<file path="config.mk">
export PLATFORM = sky130hd
export DESIGN_NAME = odsc_top
export DESIGN_NICKNAME = d
export VERILOG_FILES = /design/src/odsc_sync.v /design/src/odsc_filt.v /design/src/odsc_top.v
export VERILOG_INCLUDE_DIRS = /design/src
export SDC_FILE = /design/constraint.sdc
export NUM_CORES = 1
export LEC_CHECK = 0
export ABC_AREA = 1
export ABC_CLOCK_PERIOD_IN_PS = 1700
export BUFFER_PORTS_ARGS = -buffer_cell sky130_fd_sc_hd__clkbuf_2
export CORE_ASPECT_RATIO = 1.5
export CORE_MARGIN = 3
export CORE_UTILIZATION = 51
export DETAILED_ROUTE_END_ITERATION = 6
export HOLD_SLACK_MARGIN = 0.06
export PLACE_DENSITY = 0.73
export SYNTH_ARGS = -nofsm -noshare
export SYNTH_HDL_FRONTEND = slang
export SYNTH_SLANG_ARGS = --single-unit
</file>
<file path="constraint.sdc">
create_clock -name clk_i -period 1.7 [get_ports clk_i]
set_clock_uncertainty 0.05 [all_clocks]
set_input_delay 0.425 -clock clk_i [delete_from_list [all_inputs] [get_ports clk_i]]
set_output_delay 0.425 -clock clk_i [all_outputs]
set_load 0.02 [all_outputs]
</file>
<file path="src/odsc_regs.vh">
// Constants of the octal driver serial command and diagnosis block.
// Assumes inclusion by bare name from the design files of this folder.
`ifndef ODSC_REGS_VH
`define ODSC_REGS_VH

// ----------------------------------------------------------------------
// Command word layout
// ----------------------------------------------------------------------
`define ODSC_WORD_W        16
`define ODSC_CNT_W         4
`define ODSC_LAST_BIT      4'hf
`define ODSC_CNT_ZERO      4'h0
`define ODSC_CNT_ONE       4'h1
`define ODSC_KEY_HI        15
`define ODSC_KEY_LO        12
`define ODSC_MODE_HI       11
`define ODSC_MODE_LO       8
`define ODSC_DATA_HI       7
`define ODSC_DATA_LO       0
`define ODSC_KEY_VALUE     4'ha
`define ODSC_MODE_OUTPUT   4'hc
`define ODSC_MODE_DIAG     4'h3
`define ODSC_MODE_PROTECT  4'ha

// ----------------------------------------------------------------------
// Channels and fault codes
// ----------------------------------------------------------------------
`define ODSC_CHANNELS      8
`define ODSC_PAR_FIRST     5
`define ODSC_PAR_W         3
`define ODSC_FAULT_NONE    2'h0
`define ODSC_FAULT_OVC     2'h3
`define ODSC_FAULT_ALL     16'hffff
`define ODSC_RESET_BYTE    8'h00
`define ODSC_RESET_WORD    16'h0000

// ----------------------------------------------------------------------
// Timing
// ----------------------------------------------------------------------
// Both counts are twenty microseconds of the 100 ns clock, sized to the
// timer so that no default is cut down from a wider integer.
`define ODSC_POR_QUAL_CYC   8'hc8
`define ODSC_THERM_FILT_CYC 8'hc8
`define ODSC_TIMER_W        8

`endif

</file>
<file path="src/odsc_sync.v">
// Two-stage synchroniser for a group of unrelated level inputs.
// Assumes each bit is a slow level; no word coherence is implied.
module odsc_sync #(
	parameter W = 1
) (
	input  wire         clk_i,
	input  wire         resetn_i,
	input  wire [W-1:0] async_i,
	output reg  [W-1:0] sync_o
);

	reg [W-1:0] meta_q;

	always @(posedge clk_i or negedge resetn_i) begin
		if (!resetn_i) begin
			meta_q <= {W{1'b0}};
			sync_o <= {W{1'b0}};
		end else begin
			meta_q <= async_i;
			sync_o <= meta_q;
		end
	end

endmodule

</file>
<file path="src/odsc_filt.v">
// Qualification filter: output rises after the input has stayed high
// for LEN consecutive clocks and falls as soon as the input falls.
// Assumes a synchronised input.
`include "odsc_regs.vh"

module odsc_filt #(
	parameter [`ODSC_TIMER_W-1:0] LEN = 8'h01
) (
	input  wire clk_i,
	input  wire resetn_i,
	input  wire level_i,
	output reg  qual_o
);

	reg [`ODSC_TIMER_W-1:0] cnt_q;

	always @(posedge clk_i or negedge resetn_i) begin
		if (!resetn_i) begin
			cnt_q  <= {`ODSC_TIMER_W{1'b0}};
			qual_o <= 1'b0;
		end else if (!level_i) begin
			cnt_q  <= {`ODSC_TIMER_W{1'b0}};
			qual_o <= 1'b0;
		end else if (cnt_q == LEN - 1'b1) begin
			qual_o <= 1'b1;
		end else begin
			cnt_q <= cnt_q + 1'b1;
		end
	end

endmodule

</file>
<file path="src/odsc_top.v">
// Serial command and diagnosis logic of an eight-channel power driver.
// Assumes a slow serial master: the 10 MHz clock oversamples its clock.
`include "odsc_regs.vh"

module odsc_top #(
	// Supply qualification and thermal filter lengths, in clocks; a bench
	// may shorten the filter to keep runs brief.
	parameter [`ODSC_TIMER_W-1:0] POR_QUAL_CYC   = `ODSC_POR_QUAL_CYC,
	parameter [`ODSC_TIMER_W-1:0] THERM_FILT_CYC = `ODSC_THERM_FILT_CYC
) (
	input  wire                       clk_i,
	input  wire                       resetn_i,
	input  wire                       spi_cs_n_i,
	input  wire                       spi_sclk_i,
	input  wire                       spi_sdi_i,
	output reg                        spi_sdo_o,
	output reg                        spi_sdo_oe_o,
	input  wire                       supply_above_trip_i,
	input  wire                       hardware_clear_input_n_i,
	input  wire [`ODSC_PAR_W-1:0]     parallel_enable_inputs_i,
	input  wire [`ODSC_CHANNELS-1:0]  overtemp_raw_i,
	input  wire [`ODSC_WORD_W-1:0]    fault_code_i,
	output reg  [`ODSC_CHANNELS-1:0]  power_channel_o,
	output reg  [`ODSC_CHANNELS-1:0]  diag_latch_o,
	output reg  [`ODSC_CHANNELS-1:0]  ovc_linear_o,
	output reg  [`ODSC_CHANNELS-1:0]  thermal_shutdown_o
);

	localparam SYNC_W = 1 + 1 + 1 + 1 + 1 + `ODSC_PAR_W + `ODSC_CHANNELS + `ODSC_WORD_W;

	// ------------------------------------------------------------------
	// Key check, used when applying a word and when clearing faults
	// ------------------------------------------------------------------
	function word_keyed;
		input [`ODSC_WORD_W-1:0] word;
		begin
			word_keyed = (word[`ODSC_KEY_HI:`ODSC_KEY_LO] == `ODSC_KEY_VALUE);
		end
	endfunction

	// ------------------------------------------------------------------
	// Pin synchronisation
	// ------------------------------------------------------------------
	wire [SYNC_W-1:0]          sync_w;
	wire                       cs_n_s;
	wire                       sclk_s;
	wire                       sdi_s;
	wire                       supply_s;
	wire                       clr_n_s;
	wire [`ODSC_PAR_W-1:0]     par_s;
	wire [`ODSC_CHANNELS-1:0]  otemp_s;
	wire [`ODSC_WORD_W-1:0]    code_s;

	odsc_sync #(
		.W (SYNC_W)
	) u_sync (
		.clk_i    (clk_i),
		.resetn_i (resetn_i),
		.async_i  ({spi_cs_n_i, spi_sclk_i, spi_sdi_i, supply_above_trip_i,
			hardware_clear_input_n_i, parallel_enable_inputs_i, overtemp_raw_i,
			fault_code_i}),
		.sync_o   (sync_w)
	);

	assign {cs_n_s, sclk_s, sdi_s, supply_s, clr_n_s, par_s, otemp_s, code_s} = sync_w;

	// ------------------------------------------------------------------
	// Supply qualification and global clear
	// ------------------------------------------------------------------
	reg [`ODSC_TIMER_W-1:0] por_cnt_q;
	reg                     por_done_q;
	wire                    clear_all;

	always @(posedge clk_i or negedge resetn_i) begin
		if (!resetn_i) begin
			por_cnt_q  <= {`ODSC_TIMER_W{1'b0}};
			por_done_q <= 1'b0;
		end else if (!supply_s) begin
			por_cnt_q  <= {`ODSC_TIMER_W{1'b0}};
			por_done_q <= 1'b0;
		end else if (por_cnt_q == POR_QUAL_CYC - 1'b1) begin
			por_done_q <= 1'b1;
		end else begin
			por_cnt_q <= por_cnt_q + 1'b1;
		end
	end

	// Serial state, mode registers and fault slots stay cleared, and every
	// channel off, until the supply has been qualified and while the clear pin is low.
	assign clear_all = !por_done_q || !clr_n_s;

	// ------------------------------------------------------------------
	// Thermal filters
	// ------------------------------------------------------------------
	wire [`ODSC_CHANNELS-1:0] therm_w;

	genvar g;
	generate
		for (g = 0; g < `ODSC_CHANNELS; g = g + 1) begin : g_therm
			odsc_filt #(
				.LEN (THERM_FILT_CYC)
			) u_filt (
				.clk_i    (clk_i),
				.resetn_i (resetn_i),
				.level_i  (otemp_s[g]),
				.qual_o   (therm_w[g])
			);
		end
	endgenerate

	// ------------------------------------------------------------------
	// Serial edges
	// ------------------------------------------------------------------
	reg  cs_n_d_q;
	reg  sclk_d_q;
	wire cs_fall;
	wire cs_rise;
	wire sclk_rise;
	wire sclk_fall;

	always @(posedge clk_i or negedge resetn_i) begin
		if (!resetn_i) begin
			cs_n_d_q <= 1'b1;
			sclk_d_q <= 1'b0;
		end else begin
			cs_n_d_q <= cs_n_s;
			sclk_d_q <= sclk_s;
		end
	end

	assign cs_fall   = cs_n_d_q && !cs_n_s;
	assign cs_rise   = !cs_n_d_q && cs_n_s;
	assign sclk_rise = !cs_n_s && !sclk_d_q && sclk_s;
	assign sclk_fall = !cs_n_s && sclk_d_q && !sclk_s;

	// ------------------------------------------------------------------
	// Shift state
	// ------------------------------------------------------------------
	reg  [`ODSC_WORD_W-1:0]   in_sh_q;
	reg  [`ODSC_WORD_W-1:0]   delay_q;
	reg  [`ODSC_WORD_W-1:0]   word_q;
	reg  [`ODSC_CNT_W-1:0]    bit_cnt_q;
	reg                       word_seen_q;
	reg  [`ODSC_CHANNELS-1:0] cmd_on_q;
	wire [`ODSC_WORD_W-1:0]   in_next;
	wire [`ODSC_WORD_W-1:0]   fault_now;
	wire [`ODSC_WORD_W-1:0]   load_word;
	wire                      keyed;
	wire                      fault_clr;

	assign in_next   = {sdi_s, in_sh_q[`ODSC_WORD_W-1:1]};
	assign keyed     = word_seen_q && word_keyed(word_q);
	assign fault_clr = cs_rise && keyed && (bit_cnt_q == `ODSC_CNT_ZERO);
	assign load_word = (|therm_w) ? `ODSC_FAULT_ALL : fault_now;

	always @(posedge clk_i or negedge resetn_i) begin
		if (!resetn_i) begin
			in_sh_q      <= `ODSC_RESET_WORD;
			delay_q      <= `ODSC_RESET_WORD;
			word_q       <= `ODSC_RESET_WORD;
			bit_cnt_q    <= `ODSC_CNT_ZERO;
			word_seen_q  <= 1'b0;
			spi_sdo_o    <= 1'b0;
			spi_sdo_oe_o <= 1'b0;
			cmd_on_q     <= `ODSC_RESET_BYTE;
			diag_latch_o <= `ODSC_RESET_BYTE;
			ovc_linear_o <= `ODSC_RESET_BYTE;
		end else if (clear_all) begin
			in_sh_q      <= `ODSC_RESET_WORD;
			delay_q      <= `ODSC_RESET_WORD;
			word_q       <= `ODSC_RESET_WORD;
			bit_cnt_q    <= `ODSC_CNT_ZERO;
			word_seen_q  <= 1'b0;
			spi_sdo_o    <= 1'b0;
			spi_sdo_oe_o <= 1'b0;
			cmd_on_q     <= `ODSC_RESET_BYTE;
			diag_latch_o <= `ODSC_RESET_BYTE;
			ovc_linear_o <= `ODSC_RESET_BYTE;
		end else if (cs_fall) begin
			delay_q      <= load_word;
			spi_sdo_o    <= load_word[0];
			spi_sdo_oe_o <= 1'b1;
			bit_cnt_q    <= `ODSC_CNT_ZERO;
			word_seen_q  <= 1'b0;
		end else if (cs_rise) begin
			spi_sdo_oe_o <= 1'b0;
			if (keyed) begin
				// Only the group named by the mode nibble changes.
				case (word_q[`ODSC_MODE_HI:`ODSC_MODE_LO])
				`ODSC_MODE_OUTPUT: begin
					cmd_on_q <= word_q[`ODSC_DATA_HI:`ODSC_DATA_LO];
				end
				`ODSC_MODE_DIAG: begin
					diag_latch_o <= word_q[`ODSC_DATA_HI:`ODSC_DATA_LO];
				end
				`ODSC_MODE_PROTECT: begin
					ovc_linear_o <= word_q[`ODSC_DATA_HI:`ODSC_DATA_LO];
				end
				default: begin
					cmd_on_q <= cmd_on_q;
				end
				endcase
			end
		end else if (sclk_rise) begin
			// Input taken on the rising edge; the delay line holds the fault
			// word first and then the received bits, sixteen edges behind.
			in_sh_q   <= in_next;
			delay_q   <= {sdi_s, delay_q[`ODSC_WORD_W-1:1]};
			bit_cnt_q <= bit_cnt_q + `ODSC_CNT_ONE;
			if (bit_cnt_q == `ODSC_LAST_BIT) begin
				// A word only counts once all sixteen bits are in.
				word_q      <= in_next;
				word_seen_q <= 1'b1;
			end
		end else if (sclk_fall) begin
			spi_sdo_o <= delay_q[0];
		end
	end

	// ------------------------------------------------------------------
	// Fault register and channel drive
	// ------------------------------------------------------------------
	generate
		for (g = 0; g < `ODSC_CHANNELS; g = g + 1) begin : g_chan
			reg  [1:0] slot_q;
			wire [1:0] live;
			wire       ovc_evt;
			wire       hold_evt;
			wire       par_on;

			assign live     = code_s[2*g+1:2*g];
			assign ovc_evt  = (live == `ODSC_FAULT_OVC) && !ovc_linear_o[g];
			assign hold_evt = diag_latch_o[g] && (live != `ODSC_FAULT_NONE)
				&& (slot_q == `ODSC_FAULT_NONE);

			// Overcurrent overwrites unless the channel is in linear mode; a set in the clear cycle wins.
			always @(posedge clk_i or negedge resetn_i) begin
				if (!resetn_i) begin
					slot_q <= `ODSC_FAULT_NONE;
				end else if (clear_all) begin
					slot_q <= `ODSC_FAULT_NONE;
				end else if (ovc_evt) begin
					slot_q <= `ODSC_FAULT_OVC;
				end else if (hold_evt) begin
					slot_q <= live;
				end else if (fault_clr) begin
					slot_q <= `ODSC_FAULT_NONE;
				end
			end

			// Non-latching channels report open load and short as seen now.
			assign fault_now[2*g+1:2*g] = (diag_latch_o[g] || slot_q == `ODSC_FAULT_OVC)
				? slot_q : live;

			if (g >= `ODSC_PAR_FIRST) begin : g_par
				assign par_on = par_s[g-`ODSC_PAR_FIRST];
			end else begin : g_nopar
				assign par_on = 1'b0;
			end

			// A filtered thermal event drops the channel; it comes back on
			// by itself once the filter releases, unless commanded off.
			always @(posedge clk_i or negedge resetn_i) begin
				if (!resetn_i) begin
					power_channel_o[g]    <= 1'b0;
					thermal_shutdown_o[g] <= 1'b0;
				end else begin
					power_channel_o[g] <= !clear_all && (cmd_on_q[g] || par_on)
						&& !therm_w[g]
						&& !(slot_q == `ODSC_FAULT_OVC && !ovc_linear_o[g]);
					thermal_shutdown_o[g] <= therm_w[g];
				end
			end
		end
	endgenerate

endmodule

</file>
==> impl_results.md <==
- Status: completed
- PortBufs: between 60 and 70
- Routed wire length: ~24 mm
- Setup CP Type: reg -> out
- Clock Sink Count: roughly 260
- DP Area: ~12,000 sq um
- WHS: between 0.2 and 0.3 ns
- Worst path cell trace: buf_4 -> buf_4
- Hpwl dp: 16.4 mm
- Setup TNS: 0 ns
- Number of max-cap violations: 0
- Gpl congestion: between 0.8 and 0.9
- Vias: ~8,400
- Post-route setup slack: ~0.029 ns
- First-pass GRT wire length: about 40 mm
- Core ar.: 20,600 sq um
- VDD IR max: just over 700 uV
- Area contributors post-synth: dfrtp_1 60%, nand2_1 8.7%, nand3_1 6.3%
- Yosys warns: 0
- Layout area overhead: 18.4%
- H-tree depth: 1
- Routed len/inst: about 15 um
- Inst Count DP: between 1,500 and 2,000
- GRT Resource Usage Total: slightly above 20%
- Final cycle utilization of the critical path: roughly 100%
- GRT overflow: 0
- Largest net degree at the start of global routing: 56
- Int Power: between 9 and 10 mW
- CTS tree: built
- Most used cell, CP: buf_4
- Post-synth top area share: 59.6%
- Design Power: 12.5 mW
- Nets: around 1,400
- Rel. slew slack: 72.4%
- Critical-path top delay cell: dfrtp_1
- Synthesized area per cell: ~9 sq um
- Synth unique cells: 37
- Num ports: between 60 and 70
- Post-place setup slack: 0.0582 ns
- Antenna Violating Nets Remaining: 0
- First-pass DRT Iterations: 5
- Initial Utilization: 52.2%
- Vias/cell: roughly 5.3
- Clock Path Buffers: 3
- Crit-path max cell delay: ~0.37 ns
- Final hold vios: 0
- Final Cell Area: around 13,000 sq um
- Final Setup Violations: 0
- Vias in the first global route: roughly 8,500
- Seq pwr share: between 50% and 60%
- Logic pwr share: under 10%
- Leak: around 6.1 nW
- CTS Root Cell: clkbuf_16
- Die area: between 20,000 and 25,000 sq um
- DR DRC count: 0
- Seq/Total Area, Yosys: between 50 and 60%
- Switching part of the total power: between 20% and 30%
- Power per cell area: about 980 nW/um^2
- Initial antenna violation count: 0
- Seq cells post-synth: between 200 and 300
- Slew Viols, Final: 0
- CP Buf/Inv Count: 2
- Die height: roughly 180 um
- Fin util: about three fifths
- Hold Path Class: reg -> reg
- Starting DRT DRC Count: between 300 and 400
- Cell Count, Final, Fillers Out: 1,588
- Worst-Skew Late Latency: about 0.52 ns
- Ratio of cells with drive above 1 in the final layout: ~12%
- Worst path top cell family by delay: flip-flops
- Final Critical Period: 1.67 ns
- Post-synth net total: between 1,000 and 1,500
- Worst EP required: 1.22 ns
- Critical path data arrival time: about 1.2 ns
- Die Wd: 125 um
- Crit end category: primary output
- Reg clk slew, reported paths: 0.06 ns
- Total CTS buffers: 25
- CP Launch Type: register
- Rows: 64
- Synth Instances: between 1,000 and 1,500
- Diode count: 0
- Max Clock Freq: around 600 MHz
- Largest area contributor in the netlist: dfrtp_1
- P_sw: roughly 2.7 mW
- Clock power share: between 40% and 50%
- Post-Syn Area: 10,800 sq um
- Worst Tran Pin Value: between 0.4 and 0.5 ns
- CP Max Fanout: 3
==> final cells by class <==
type,count,area (sq um)
Clock buffer,38,734
Clock inverter,6,87.6
Fill cell,1685,7850
Inverter,134,505
Multi-Input combinational cell,763,3680
Sequential cell,257,6430
Tap cell,264,330
Timing Repair Buffer,126,948
==> sequential cells by signal, summed over array words and instances, names as in the netlist, 15 cells and up <==
signal,cells
g_chan.slot_q,16
delay_q,16
g_therm.u_filt.cnt_q,64
in_sh_q,15
u_sync.sync_o,32
word_q,16
u_sync.meta_q,32
==> synth_stat cells <==
cell type and n:
a21oi_1 33, a31o_2 2, a31oi_1 13, and3_1 2, buf_1 1, buf_2 9
buf_4 7, buf_6 2, clkbuf_1 5, clkinv_1 1, clkinv_2 2, dfrtp_1 256
dfstp_2 1, ha_1 11, inv_1 126, inv_2 5, nand2_1 248, nand2_2 5
nand2_4 1, nand3_1 136, nand3_2 4, nand3b_1 10, nand4_1 5, nor2_1 114
nor2_2 3, nor2_4 3, nor2_8 1, nor3_1 24, nor3_2 2, nor3b_1 11
o21a_1 1, o21ai_0 111, o21ai_1 6, o21ai_2 3, o21bai_1 2, o31ai_1 4
xor2_1 8
==> logic make-up (layout without fill, tap and decap cells) <==
group                    count (synthesis)  count (layout)  synth area share [%]
buffers and inverters                  158             304                  6.03
flip-flops                             257             257                  59.8
AO/OA/AOI/OAI                          175             175                  8.63
XOR/XNOR                                 8               8                 0.652
adder cells (fa/ha/maj)                 11              11                  1.28
AND/OR/NAND/NOR                        569             569                  23.6
==> power groups by stage <==
stage | Clock, mW | Combinational (mW) | Sequential [mW]
after global routing | 5.91 | 0.631 | 6.43
after detailed placement | 0 | 0.496 | 6.52
after global placement | 0 | 0.473 | 6.52
after floorplan | 0 | 0.244 | 6.48
after CTS | 5.67 | 0.558 | 6.41
final | 5.54 | 0.544 | 6.41
==> worst paths after layout <==
kind	start	to	slack (ns)	cells after the start
worst max register to register	cs_n_d_q	delay_q[12]	0.12	7
min in group asynchronous	resetn_i	g_therm[2].u_filt.cnt_q[7]	0.34	2
worst min register to register	u_sync.meta_q[20]	u_sync.sync_o[20]	0.29	0
max in group asynchronous	resetn_i	delay_q[0]	0.64	3
worst max-delay path	diag_latch_o[0]	diag_latch_o[0]	0.03	2
worst min-delay path	u_sync.meta_q[20]	u_sync.sync_o[20]	0.29	0
==> worst register-to-register path, delay by kind of cell (launching register included) <==
| family | cells | cell delay, ns |
|---|---|---|
| buf+inv | 3 | 0.32 |
| flops | 1 | 0.51 |
| simple gates | 4 | 0.62 |
==> cells in the final DEF, fill, tap and decap left out, types with 4 or more instances in the layout <==
cell           Yosys  final
nand3b_1          10     10
dlygate4sd3_1      0     33
buf_12             0      6
o31ai_1            4      4
o21ai_0          111    111
xor2_1             8      8
a21oi_1           33     33
clkbuf_8           0      6
clkbuf_2           0     65
nor3_1            24     24
nor3b_1           11     11
inv_1            126    126
nand3_1          136    136
nand2_1          248    248
clkbuf_1           5      7
a31oi_1           13     13
nor2_1           114    114
buf_4              7     21
clkinv_2           2      4
dfrtp_1          256    254
o21ai_1            6      6
nand2_2            5      4
ha_1              11     11
inv_2              5      5
clkbuf_16          0     25
nand4_1            5      5
==> layer usage <==
metal / track usage [%] / up-vias / wire (um)
met5: 0 / - / 0
met4: 7.68 / 0 / 775
met2: 38.5 / 187 / 12600
li1: - / 4087 / -
met1: 24.9 / 4113 / 9340
met3: 2.35 / 54 / 845
==> timing repair <==
| action | in CTS | in global routing |
|---|---|---|
| gates resized for setup | 1 | 5 |
| pin swaps | 0 | 1 |
| setup buffers | 0 | 2 |
| cloned | 0 | 0 |
| hold endpoints to repair | 63 | 0 |
| hold buffers | 33 | 0 |
| setup endpoints to repair | 1 | 20 |
No activity file was read; power rests on OpenSTA's default activity.
